===== config.mk =====
export PLATFORM = sky130hd
export DESIGN_NAME = charger_status_and_control_regs
export DESIGN_NICKNAME = d
export VERILOG_FILES = /design/src/logic/chg_regs_pkg.sv /design/src/logic/rc_flag.sv /design/src/logic/i2c_line_sense.sv /design/src/logic/charger_status_and_control_regs.sv
export SDC_FILE = /design/constraint.sdc
export NUM_CORES = 1
export LEC_CHECK = 0
export BUFFER_PORTS_ARGS = -buffer_cell sky130_fd_sc_hd__buf_2
export CORE_MARGIN = 2
export CORE_UTILIZATION = 65
export CTS_BUF_LIST = sky130_fd_sc_hd__clkbuf_4
export DETAILED_ROUTE_END_ITERATION = 7
export GPL_TIMING_DRIVEN = 0
export PLACE_DENSITY = 0.88
export SLEW_MARGIN = 15
export SYNTH_ARGS = -nofsm -noshare
export SYNTH_HDL_FRONTEND = slang
export SYNTH_SLANG_ARGS = --single-unit

===== constraint.sdc =====
create_clock -name i_mclk -period 8.5 [get_ports i_mclk]
set_input_delay 0 -clock i_mclk [delete_from_list [all_inputs] [get_ports i_mclk]]
set_output_delay 0 -clock i_mclk [all_outputs]
set_load 0.01 [all_outputs]

===== src/logic/chg_regs_pkg.sv =====
// Shared constants and types for the charger status and control register bank
package chg_regs_pkg;
  // Register offsets on the serial bus
  localparam logic [7:0] OFS_FAULT_STATUS = 8'h01;
  localparam logic [7:0] OFS_EVENT_FLAGS  = 8'h02;
  localparam logic [7:0] OFS_VBAT_SET     = 8'h03;
  localparam logic [7:0] OFS_ICHG_SET     = 8'h04;
  localparam logic [7:0] OFS_CTRL_FIRST   = 8'h05;
  localparam logic [7:0] OFS_CTRL_SECOND  = 8'h06;
  // Reset values
  localparam logic [7:0] RST_VBAT_SET     = 8'h46;
  localparam logic [7:0] RST_ICHG_SET     = 8'h05;
  localparam logic [7:0] RST_CTRL_FIRST   = 8'h2C;
  localparam logic [7:0] RST_CTRL_SECOND  = 8'h56;
  // Fault status bit positions
  localparam int BIT_OVP_LIVE   = 7;
  localparam int BIT_BUVLO_LIVE = 6;
  localparam int BIT_ZONE_HI    = 4;
  localparam int BIT_ZONE_LO    = 3;
  localparam int BIT_TMR_FLAG   = 2;
  localparam int BIT_FIRST_WAKE = 1;
  localparam int BIT_LATER_WAKE = 0;
  // Event flag bit positions, also indices 0..7 of the flag cell array
  localparam int EV_THERM_FAULT = 7;
  localparam int EV_ILIM        = 6;
  localparam int EV_POWER_PATH  = 5;
  localparam int EV_VIN_REG     = 4;
  localparam int EV_HEAT_LIM    = 3;
  localparam int EV_OVP         = 2;
  localparam int EV_BUVLO       = 1;
  localparam int EV_BAT_OCP     = 0;
  // Flag cell indices of the status flags
  localparam int FC_WAKE2 = 8;
  localparam int FC_WAKE1 = 9;
  localparam int FC_TMR   = 10;
  localparam int FC_COUNT = 11;
  // Control field positions
  localparam int BIT_CHG_OFF  = 7;
  localparam int BIT_PRE_SEL  = 6;
  localparam int BIT_TERM_LO  = 4;
  localparam int BIT_VFLR_LO  = 2;
  localparam int BIT_THERM_LO = 0;
  // Analog set-point scaling
  localparam logic [12:0] VBAT_BASE_MV  = 13'h0DAC; // 3500 mV
  localparam logic [12:0] VBAT_STEP_MV  = 13'h000A; // 10 mV
  localparam logic [6:0]  VBAT_CODE_MAX = 7'h73;    // 115 gives 4650 mV
  localparam logic [6:0]  ICHG_LOW_MAX  = 7'h1E;    // Codes up to 30 give up to 35 mA
  localparam logic [10:0] ICHG_LOW_OFS  = 11'h005;  // 5 mA
  localparam logic [10:0] ICHG_HI_BASE  = 11'h028;  // 40 mA
  localparam logic [6:0]  ICHG_HI_CODE  = 7'h1F;    // 31
  localparam logic [10:0] ICHG_STEP_MA  = 11'h00A;  // 10 mA
  localparam logic [4:0]  TERM_PCT_LO   = 5'h05;
  localparam logic [4:0]  TERM_PCT_MID  = 5'h0A;
  localparam logic [4:0]  TERM_PCT_HI   = 5'h14;
  localparam logic [12:0] VFLR_LO_MV    = 13'h1068; // 4200 mV
  localparam logic [12:0] VFLR_MID_MV   = 13'h1194; // 4500 mV
  localparam logic [12:0] VFLR_HI_MV    = 13'h125C; // 4700 mV
  localparam logic [6:0]  THERM_LIM_C   = 7'h64;    // 100 C
  localparam logic [1:0]  SEL_OFF       = 2'h3;
  localparam logic [3:0]  BYTE_BITS     = 4'h8;
  // Serial bus state machine
  typedef enum logic [3:0] {
    ST_IDLE      = 4'b0000,
    ST_ADDR      = 4'b0001,
    ST_ADDR_ACK  = 4'b0010,
    ST_PTR       = 4'b0011,
    ST_PTR_ACK   = 4'b0100,
    ST_WDATA     = 4'b0101,
    ST_WDATA_ACK = 4'b0110,
    ST_RDATA     = 4'b0111,
    ST_RACK      = 4'b1000
  } bus_state_e;
endpackage


===== src/logic/rc_flag.sv =====
// Sticky flag cell where a set in the clearing cycle wins
`timescale 1ns/1ps
`default_nettype none
module rc_flag (
  input  wire logic i_mclk,
  input  wire logic i_rst,
  input  wire logic i_set,
  input  wire logic i_clear,
  output var  logic o_flag
);
  // Set has priority so an event coinciding with a read is never lost
  always_ff @(posedge i_mclk) begin
    if (i_rst) begin
      o_flag <= 1'b0;
    end else begin
      o_flag <= i_set | (o_flag & ~i_clear);
    end
  end
endmodule
`default_nettype wire


===== src/logic/i2c_line_sense.sv =====
// Clock and data line sampler with edge, start and stop detection
`timescale 1ns/1ps
`default_nettype none
module i2c_line_sense (
  input  wire logic i_mclk,
  input  wire logic i_rst,
  input  wire logic i_scl,
  input  wire logic i_sda,
  output var  logic o_sda,
  output var  logic o_scl_rise,
  output var  logic o_scl_fall,
  output var  logic o_start,
  output var  logic o_stop
);
  logic scl_reg;
  logic scl_prev_reg;
  logic sda_prev_reg;

  // Lines idle high, so reset to high avoids a false start
  always_ff @(posedge i_mclk) begin
    if (i_rst) begin
      scl_reg      <= 1'b1;
      scl_prev_reg <= 1'b1;
      o_sda        <= 1'b1;
      sda_prev_reg <= 1'b1;
    end else begin
      scl_reg      <= i_scl;
      scl_prev_reg <= scl_reg;
      o_sda        <= i_sda;
      sda_prev_reg <= o_sda;
    end
  end

  // Data moving while the clock is high marks frame boundaries
  always_comb begin
    o_scl_rise = scl_reg & ~scl_prev_reg;
    o_scl_fall = ~scl_reg & scl_prev_reg;
    o_start    = scl_reg & scl_prev_reg & sda_prev_reg & ~o_sda;
    o_stop     = scl_reg & scl_prev_reg & ~sda_prev_reg & o_sda;
  end
endmodule
`default_nettype wire


===== src/logic/charger_status_and_control_regs.sv =====
// Charger status, event flag and charge control registers behind a serial bus target
`timescale 1ns/1ps
`default_nettype none
module charger_status_and_control_regs #(
  parameter logic [6:0] DEV_ADDR = 7'h35 // Target address, value arbitrary
) (
  input  wire logic        i_mclk,
  input  wire logic        i_rst,
  input  wire logic        i_scl,
  input  wire logic        i_sda_in,
  output var  logic        o_sda_out,
  output var  logic        o_sda_oe_n,
  input  wire logic        i_input_overvoltage,
  input  wire logic        i_battery_lockout,
  input  wire logic [1:0]  i_thermistor_zone,
  input  wire logic        i_charge_timer_expired,
  input  wire logic        i_charge_enable,
  input  wire logic        i_first_wake,
  input  wire logic        i_second_wake,
  input  wire logic        i_thermistor_fault,
  input  wire logic        i_input_current_limit,
  input  wire logic        i_power_path_regulation,
  input  wire logic        i_input_voltage_regulation,
  input  wire logic        i_thermal_regulation,
  input  wire logic        i_battery_overcurrent,
  output var  logic        o_charging_off,
  output var  logic [12:0] o_battery_voltage_mv,
  output var  logic [10:0] o_fast_charge_ma,
  output var  logic [4:0]  o_termination_pct,
  output var  logic [5:0]  o_precharge_pct,
  output var  logic [12:0] o_input_floor_mv,
  output var  logic [6:0]  o_thermal_limit_c,
  output var  logic [7:0]  o_ctrl_second
);
  import chg_regs_pkg::*;

  logic               sda_s;
  logic               scl_rise;
  logic               scl_fall;
  logic               bus_start;
  logic               bus_stop;
  bus_state_e         state_reg;
  logic [3:0]         bit_cnt_reg;
  logic [7:0]         shift_in_reg;
  logic [7:0]         shift_out_reg;
  logic [7:0]         ptr_reg;
  logic               rw_reg;
  logic               nack_reg;
  logic               byte_done;
  logic               wr_fire;
  logic               rd_fire;
  logic [7:0]         rd_data;
  logic [7:0]         status_live_reg;
  logic [7:0]         vbat_reg;
  logic [7:0]         ichg_reg;
  logic [7:0]         ctrl0_reg;
  logic               en_prev_reg;
  logic               tmr_arm_reg;
  logic [FC_COUNT-1:0] flag_set;
  logic [FC_COUNT-1:0] flag_clr;
  logic [FC_COUNT-1:0] flag_q;
  logic [6:0]         battery_voltage_code;
  logic [6:0]         fast_charge_code;
  logic               precharge_ratio_select;
  logic [1:0]         termination_select;
  logic [1:0]         input_voltage_floor_select;
  logic [1:0]         thermal_threshold_select;
  logic [4:0]         term_pct;

  i2c_line_sense u_sense (
    .i_mclk     (i_mclk),
    .i_rst      (i_rst),
    .i_scl      (i_scl),
    .i_sda      (i_sda_in),
    .o_sda      (sda_s),
    .o_scl_rise (scl_rise),
    .o_scl_fall (scl_fall),
    .o_start    (bus_start),
    .o_stop     (bus_stop)
  );

  // Byte boundaries and register access strobes
  assign byte_done = scl_fall && (bit_cnt_reg == BYTE_BITS);
  assign wr_fire   = (state_reg == ST_WDATA) && byte_done;
  assign rd_fire   = scl_fall && (((state_reg == ST_ADDR_ACK) && rw_reg) ||
                                  ((state_reg == ST_RACK) && !nack_reg));

  // Bus state, bit counting and data line drive
  always_ff @(posedge i_mclk) begin
    if (i_rst) begin
      state_reg     <= ST_IDLE;
      bit_cnt_reg   <= 4'h0;
      rw_reg        <= 1'b0;
      nack_reg      <= 1'b0;
      o_sda_oe_n    <= 1'b1;
      shift_out_reg <= 8'h00;
    end else if (bus_start || bus_stop) begin
      state_reg   <= bus_start ? ST_ADDR : ST_IDLE;
      bit_cnt_reg <= 4'h0;
      o_sda_oe_n  <= 1'b1;
    end else begin
      unique case (state_reg)
        ST_IDLE: begin
          o_sda_oe_n <= 1'b1;
        end
        ST_ADDR, ST_PTR, ST_WDATA: begin
          if (scl_rise) begin
            bit_cnt_reg <= bit_cnt_reg + 4'h1;
          end else if (byte_done) begin
            bit_cnt_reg <= 4'h0;
            // A foreign address is ignored until the next start
            if (state_reg == ST_ADDR && shift_in_reg[7:1] != DEV_ADDR) begin
              state_reg <= ST_IDLE;
            end else begin
              o_sda_oe_n <= 1'b0;
              rw_reg     <= (state_reg == ST_ADDR) ? shift_in_reg[0] : rw_reg;
              state_reg  <= (state_reg == ST_ADDR) ? ST_ADDR_ACK :
                            (state_reg == ST_PTR) ? ST_PTR_ACK : ST_WDATA_ACK;
            end
          end
        end
        ST_PTR_ACK, ST_WDATA_ACK: begin
          if (scl_fall) begin
            o_sda_oe_n <= 1'b1;
            state_reg  <= ST_WDATA;
          end
        end
        ST_ADDR_ACK, ST_RACK: begin
          if (scl_rise) begin
            nack_reg <= sda_s;
          end else if (rd_fire) begin
            // Open drain: a one is sent by releasing the line
            o_sda_oe_n    <= rd_data[7];
            shift_out_reg <= {rd_data[6:0], 1'b0};
            bit_cnt_reg   <= 4'h1;
            state_reg     <= ST_RDATA;
          end else if (scl_fall) begin
            o_sda_oe_n <= 1'b1;
            state_reg  <= (state_reg == ST_ADDR_ACK) ? ST_PTR : ST_IDLE;
          end
        end
        ST_RDATA: begin
          if (scl_fall && bit_cnt_reg != BYTE_BITS) begin
            o_sda_oe_n    <= shift_out_reg[7];
            shift_out_reg <= {shift_out_reg[6:0], 1'b0};
            bit_cnt_reg   <= bit_cnt_reg + 4'h1;
          end else if (scl_fall) begin
            o_sda_oe_n <= 1'b1;
            nack_reg   <= 1'b0;
            state_reg  <= ST_RACK;
          end
        end
        default: begin
          state_reg <= ST_IDLE;
        end
      endcase
    end
  end

  // Incoming bits, sampled while the clock is high
  always_ff @(posedge i_mclk) begin
    if (i_rst) begin
      shift_in_reg <= 8'h00;
    end else if (scl_rise) begin
      shift_in_reg <= {shift_in_reg[6:0], sda_s};
    end
  end

  // Data level stays low; the enable alone shapes the open-drain line
  always_ff @(posedge i_mclk) begin
    if (i_rst) begin
      o_sda_out <= 1'b0;
    end else begin
      o_sda_out <= 1'b0;
    end
  end

  // Register pointer with auto increment after every data byte
  always_ff @(posedge i_mclk) begin
    if (i_rst) begin
      ptr_reg <= 8'h00;
    end else if (state_reg == ST_PTR && byte_done) begin
      ptr_reg <= shift_in_reg;
    end else if (wr_fire || rd_fire) begin
      ptr_reg <= ptr_reg + 8'h01;
    end
  end

  // Live status bits follow the analog side each cycle
  always_ff @(posedge i_mclk) begin
    if (i_rst) begin
      status_live_reg <= 8'h00;
    end else begin
      status_live_reg                          <= 8'h00;
      status_live_reg[BIT_OVP_LIVE]            <= i_input_overvoltage;
      status_live_reg[BIT_BUVLO_LIVE]          <= i_battery_lockout;
      status_live_reg[BIT_ZONE_HI:BIT_ZONE_LO] <= i_thermistor_zone;
    end
  end

  // Timer flag clears on read only once the charge enable has toggled
  always_ff @(posedge i_mclk) begin
    if (i_rst) begin
      en_prev_reg <= 1'b0;
      tmr_arm_reg <= 1'b0;
    end else begin
      en_prev_reg <= i_charge_enable;
      tmr_arm_reg <= flag_q[FC_TMR] & (tmr_arm_reg | (i_charge_enable ^ en_prev_reg));
    end
  end

  // Flag sources; conditions that persist keep setting their flag
  always_comb begin
    flag_set                = '0;
    flag_set[EV_THERM_FAULT] = i_thermistor_fault;
    flag_set[EV_ILIM]       = i_input_current_limit;
    flag_set[EV_POWER_PATH] = i_power_path_regulation;
    flag_set[EV_VIN_REG]    = i_input_voltage_regulation;
    flag_set[EV_HEAT_LIM]   = i_thermal_regulation;
    flag_set[EV_OVP]        = i_input_overvoltage;
    flag_set[EV_BUVLO]      = i_battery_lockout;
    flag_set[EV_BAT_OCP]    = i_battery_overcurrent;
    flag_set[FC_WAKE2]      = i_second_wake;
    flag_set[FC_WAKE1]      = i_first_wake;
    flag_set[FC_TMR]        = i_charge_timer_expired;
    flag_clr                = '0;
    flag_clr[EV_THERM_FAULT:EV_BAT_OCP] = {8{rd_fire && ptr_reg == OFS_EVENT_FLAGS}};
    flag_clr[FC_WAKE2]      = rd_fire && ptr_reg == OFS_FAULT_STATUS;
    flag_clr[FC_WAKE1]      = rd_fire && ptr_reg == OFS_FAULT_STATUS;
    flag_clr[FC_TMR]        = rd_fire && ptr_reg == OFS_FAULT_STATUS && tmr_arm_reg;
  end

  for (genvar g = 0; g < FC_COUNT; g++) begin : g_flag
    rc_flag u_flag (
      .i_mclk  (i_mclk),
      .i_rst   (i_rst),
      .i_set   (flag_set[g]),
      .i_clear (flag_clr[g]),
      .o_flag  (flag_q[g])
    );
  end

  // Writable control registers; writes elsewhere are ignored
  always_ff @(posedge i_mclk) begin
    if (i_rst) begin
      vbat_reg      <= RST_VBAT_SET;
      ichg_reg      <= RST_ICHG_SET;
      ctrl0_reg     <= RST_CTRL_FIRST;
      o_ctrl_second <= RST_CTRL_SECOND;
    end else if (wr_fire) begin
      unique case (ptr_reg)
        OFS_VBAT_SET:    vbat_reg      <= shift_in_reg;
        OFS_ICHG_SET:    ichg_reg      <= shift_in_reg;
        OFS_CTRL_FIRST:  ctrl0_reg     <= shift_in_reg;
        OFS_CTRL_SECOND: o_ctrl_second <= shift_in_reg;
        default:         ;
      endcase
    end
  end

  // Read multiplexer; unmapped offsets return zero
  always_comb begin
    rd_data = 8'h00;
    unique case (ptr_reg)
      OFS_FAULT_STATUS: begin
        rd_data                 = status_live_reg;
        rd_data[BIT_TMR_FLAG]   = flag_q[FC_TMR];
        rd_data[BIT_FIRST_WAKE] = flag_q[FC_WAKE1];
        rd_data[BIT_LATER_WAKE] = flag_q[FC_WAKE2];
      end
      OFS_EVENT_FLAGS: rd_data = flag_q[EV_THERM_FAULT:EV_BAT_OCP];
      OFS_VBAT_SET:    rd_data = vbat_reg;
      OFS_ICHG_SET:    rd_data = ichg_reg;
      OFS_CTRL_FIRST:  rd_data = ctrl0_reg;
      OFS_CTRL_SECOND: rd_data = o_ctrl_second;
      default:         rd_data = 8'h00;
    endcase
  end

  // Named control fields
  assign battery_voltage_code       = vbat_reg[6:0];
  assign fast_charge_code           = ichg_reg[6:0];
  assign precharge_ratio_select     = ctrl0_reg[BIT_PRE_SEL];
  assign termination_select         = ctrl0_reg[BIT_TERM_LO+1:BIT_TERM_LO];
  assign input_voltage_floor_select = ctrl0_reg[BIT_VFLR_LO+1:BIT_VFLR_LO];
  assign thermal_threshold_select   = ctrl0_reg[BIT_THERM_LO+1:BIT_THERM_LO];

  // Termination percentage, zero when termination is off
  always_comb begin
    unique case (termination_select)
      2'h0: term_pct = 5'h00;
      2'h1: term_pct = TERM_PCT_LO;
      2'h2: term_pct = TERM_PCT_MID;
      2'h3: term_pct = TERM_PCT_HI;
    endcase
  end

  // Analog set points; codes past 4650 mV are clamped to protect the cell
  always_ff @(posedge i_mclk) begin
    if (i_rst) begin
      o_charging_off       <= 1'b0;
      o_battery_voltage_mv <= VBAT_BASE_MV;
      o_fast_charge_ma     <= ICHG_LOW_OFS;
      o_termination_pct    <= 5'h00;
      o_precharge_pct      <= 6'h00;
      o_input_floor_mv     <= 13'h0000;
      o_thermal_limit_c    <= 7'h00;
    end else begin
      o_charging_off <= ichg_reg[BIT_CHG_OFF];
      o_battery_voltage_mv <= VBAT_BASE_MV + VBAT_STEP_MV * 13'((battery_voltage_code >
                              VBAT_CODE_MAX) ? VBAT_CODE_MAX : battery_voltage_code);
      o_fast_charge_ma <= (fast_charge_code <= ICHG_LOW_MAX) ?
                          11'(fast_charge_code) + ICHG_LOW_OFS :
                          ICHG_HI_BASE + ICHG_STEP_MA * 11'(fast_charge_code - ICHG_HI_CODE);
      o_termination_pct <= term_pct;
      o_precharge_pct <= precharge_ratio_select ? 6'(term_pct) : {term_pct, 1'b0};
      unique case (input_voltage_floor_select)
        2'h0: o_input_floor_mv <= VFLR_LO_MV;
        2'h1: o_input_floor_mv <= VFLR_MID_MV;
        2'h2: o_input_floor_mv <= VFLR_HI_MV;
        2'h3: o_input_floor_mv <= 13'h0000;
      endcase
      o_thermal_limit_c <= (thermal_threshold_select == SEL_OFF) ? 7'h00 : THERM_LIM_C;
    end
  end
endmodule
`default_nettype wire


==> impl_metrics.env <==
export IMPL_status="completed"
export IMPL_fmax_mhz=279
export IMPL_hold_class="primary input to flop"
export IMPL_grt_pass1_vias=5818
export IMPL_synth_simple_area_share_pct=19.7
export IMPL_skew_ns=0.0177
export IMPL_firstDrtPassIters=6
export IMPL_drive_gt1_share_pct=18.3
export IMPL_rows=36
export IMPL_layout_min_cycle_time_ns=3.58
export IMPL_setup_tns_ns=0
export IMPL_cts_tree="done"
export IMPL_yosys_most_used_dff="dfxtp_1"
export IMPL_clk_pin_slew_ns=0.12
export IMPL_grt_max_degree=17
export IMPL_crit_arrival_ns=4.04
export IMPL_ys_seq_elements=128
export IMPL_die_height_um=105
export IMPL_grt_pass1_wl_um=28300
export IMPL_synth_edf_count=0
export IMPL_fin_area_um2=7680
export IMPL_syn_inst=738
export IMPL_die_w_um=105
export IMPL_die_area_um2=11000
export IMPL_r2r_start="vbat_reg[6]"
export IMPL_avgSynthCellArea_um2=8.98
export IMPL_vias=6146
export IMPL_synthTopCellsByCount="dfxtp_1 (128), nor2_1 (77), nand2_1 (58)"
export IMPL_crit_required_ns=8.96
export IMPL_top_register="o_battery_voltage_mv"
export IMPL_routabilityCongestion=0.949
export IMPL_crit_path_start_kind="flop"
export IMPL_cts_made_buffers=17
export IMPL_ant_nets=0
export IMPL_first_iter_violations=689
export IMPL_fin_util_pct=78.2
export IMPL_dp_hpwl_um=12500
export IMPL_synth_cell_types=84
export IMPL_syn_cell_area_um2=6630
export IMPL_start_util_pct=67.5
export IMPL_power_density_nw_per_um2=151
export IMPL_io_pins=84
export IMPL_synth_xor_area_share_pct=3.38
export IMPL_cts_sinks=128
export IMPL_fin_nets=909
export IMPL_yosysTopAreaCellShare_pct=38.6
export IMPL_core_area_um2=9820
export IMPL_seq_area_frac_synth_pct=38.6
export IMPL_cts_setup_buffers=0
export IMPL_wl_um=17800
export IMPL_holdPathEnd="u_sense.o_sda"
export IMPL_path_max_fanout=10
export IMPL_finalHoldViolCount=0
export IMPL_slew_headroom_pct=45.7
export IMPL_rsz0062_at_grt="false"
export IMPL_vdd_drop_max_mv=0.132
export IMPL_synth_most_common_cell="dfxtp_1"
export IMPL_async_reset_ff_share_pct=0
export IMPL_yosysTopAreaCell="dfxtp_1"
export IMPL_holdWs_ns=0.167
export IMPL_drv_slew=0
export IMPL_vias_per_cell=6.13
export IMPL_grt_overflow=0
export IMPL_min_period_over_period_pct=42.1
export IMPL_reg2reg_to="o_battery_voltage_mv[10]"
export IMPL_antenna_found_initial=0
export IMPL_finalSetupViolations=0
export IMPL_hp_start="i_sda_in"
export IMPL_r2r_cells=13
export IMPL_port_buffers=72
export IMPL_synth_area_leaders="dfxtp_1 (39%), ha_1 (6.4%), mux2i_1 (6.3%)"
export IMPL_synth_compound_area_share_pct=18.2
export IMPL_synth_mux_area_share_pct=6.68
export IMPL_drc_errors=0
export IMPL_power_total_mw=1.16
export IMPL_worstHoldPathCells=3
export IMPL_yosysWarnings=0
export IMPL_worstSetupPathType="flop to flop"
export IMPL_clock_path_buffers=2
export IMPL_h_tree_depth=4
export IMPL_cts_root_buf="clkbuf_4"
export IMPL_p_leak_nw=3.48
export IMPL_area_delta_synth_final_pct=15.8
export IMPL_gr_usage_all_layers_pct=32.2
export IMPL_synthAdderAreaFrac_pct=7.02
export IMPL_tightest_slew_ns=0.810
export IMPL_placed_area_um2=7190
export IMPL_max_cap_violations=0
export IMPL_rrSetupSlack_ns=4.92
export IMPL_synth_top_family_by_area="simple AND/OR/NAND/NOR gates"
export IMPL_top_regs="o_battery_voltage_mv: 12 flops, g_flag.u_flag.o_flag: 11 flops, o_fast_charge_ma: 11 flops"
export IMPL_wl_per_cell_um=17.8
export IMPL_clk_latency_ns=0.54
export IMPL_cp_end_kind="flop"
export IMPL_largest_register_ffs=12
-- worst max path at each step --
stage                            from                  endpoint  slack (ns)  cells after the start
after floorplan           ichg_reg[0]      o_fast_charge_ma[10]        5.58                     10
after global placement    vbat_reg[6]  o_battery_voltage_mv[10]        5.20                     13
after detailed placement  vbat_reg[6]  o_battery_voltage_mv[10]        5.09                     13
after CTS                 vbat_reg[6]  o_battery_voltage_mv[10]        5.04                     13
after global routing      vbat_reg[6]  o_battery_voltage_mv[10]        4.79                     13
final                     vbat_reg[6]  o_battery_voltage_mv[10]        4.92                     13
-- layout make-up --
class	instances	area, um^2
plain buffers	61	338
flip-flops and latches	128	2560
clock buffers	20	150
inverters	22	82.6
well taps	133	166
diodes	1	2.50
fillers	645	2140
clock inverters	12	166
multi-input cells	536	3680
repair buffers	89	531
-- stage by stage --
step	std cells	worst slack, ns
after floorplan	747	5.58
after global placement	952	5.20
after detailed placement	952	5.09
after CTS	1001	5.04
after global routing	1001	4.79
final	1002	4.92
-- critical path, cell delays in order (launching register included) --
cell      delay (ns)
dfxtp_1         0.44
clkbuf_1        0.38
nand3_1         0.19
nor2_1          0.17
nor2_1          0.08
inv_1           0.09
ha_1            0.23
ha_1            0.25
fa_1            0.44
a21o_1          0.19
a21oi_1         0.23
xnor2_1         0.16
o31ai_1         0.43
mux2i_1         0.22
-- cell usage in the layout (no fill, tap or decap), types with 5 or more instances in the layout --
master and n:
nor2_1 77, o21a_1 5, a211oi_1 10, a21o_1 7, a22o_1 12, and3_1 5
dfxtp_1 128, conb_1 10, xor2_1 9, a21oi_1 51, o211ai_1 5, clkbuf_4 20
o21ai_0 22, or2_2 10, o21ai_1 6, inv_1 21, mux2i_1 42, nand3_1 12
xnor2_1 14, nor3_1 6, ha_1 34, buf_2 80, dlygate4sd3_1 17, nand2_1 58
a222oi_1 15, nor2b_1 17, buf_4 18, nand2b_1 9, a31oi_1 7, nand4_1 6
clkbuf_1 29
-- what timing repair did --
action	4_1_cts	5_1_grt
resized for setup	0	0
hold buffers	17	0
endpoints found under the hold margin	21	0
-- kinds of logic after synthesis --
family,Yosys count
and+or+nand+nor,246
xor gates and xnor gates,24
other,1
AOI/OAI and AO/OA,176
adders and majority gates,36
DFF,128
muxes,44
buffers and inverters,83
-- report_power, final --
group	switching (mW)	total, mW	leakage [nW]	internal, mW
clock network	0.232	0.472	0.168	0.240
registers	0.00678	0.618	1.04	0.611
logic	0.0424	0.0724	2.27	0.0301
total	0.281	1.16	3.48	0.881
-- metal layers --
| layer | vias to the layer above | global-route usage [%] | share of wire (%) |
|---|---|---|---|
| met1 | 2892 | 39.2 | 40 |
| met5 | - | 0 | 0 |
| met3 | 58 | 8.67 | 9.5 |
| li1 | 2851 | - | - |
| met2 | 345 | 54.0 | 47 |
| met4 | 0 | 12.9 | 3.3 |
No activity file was read; power rests on OpenSTA's default activity.
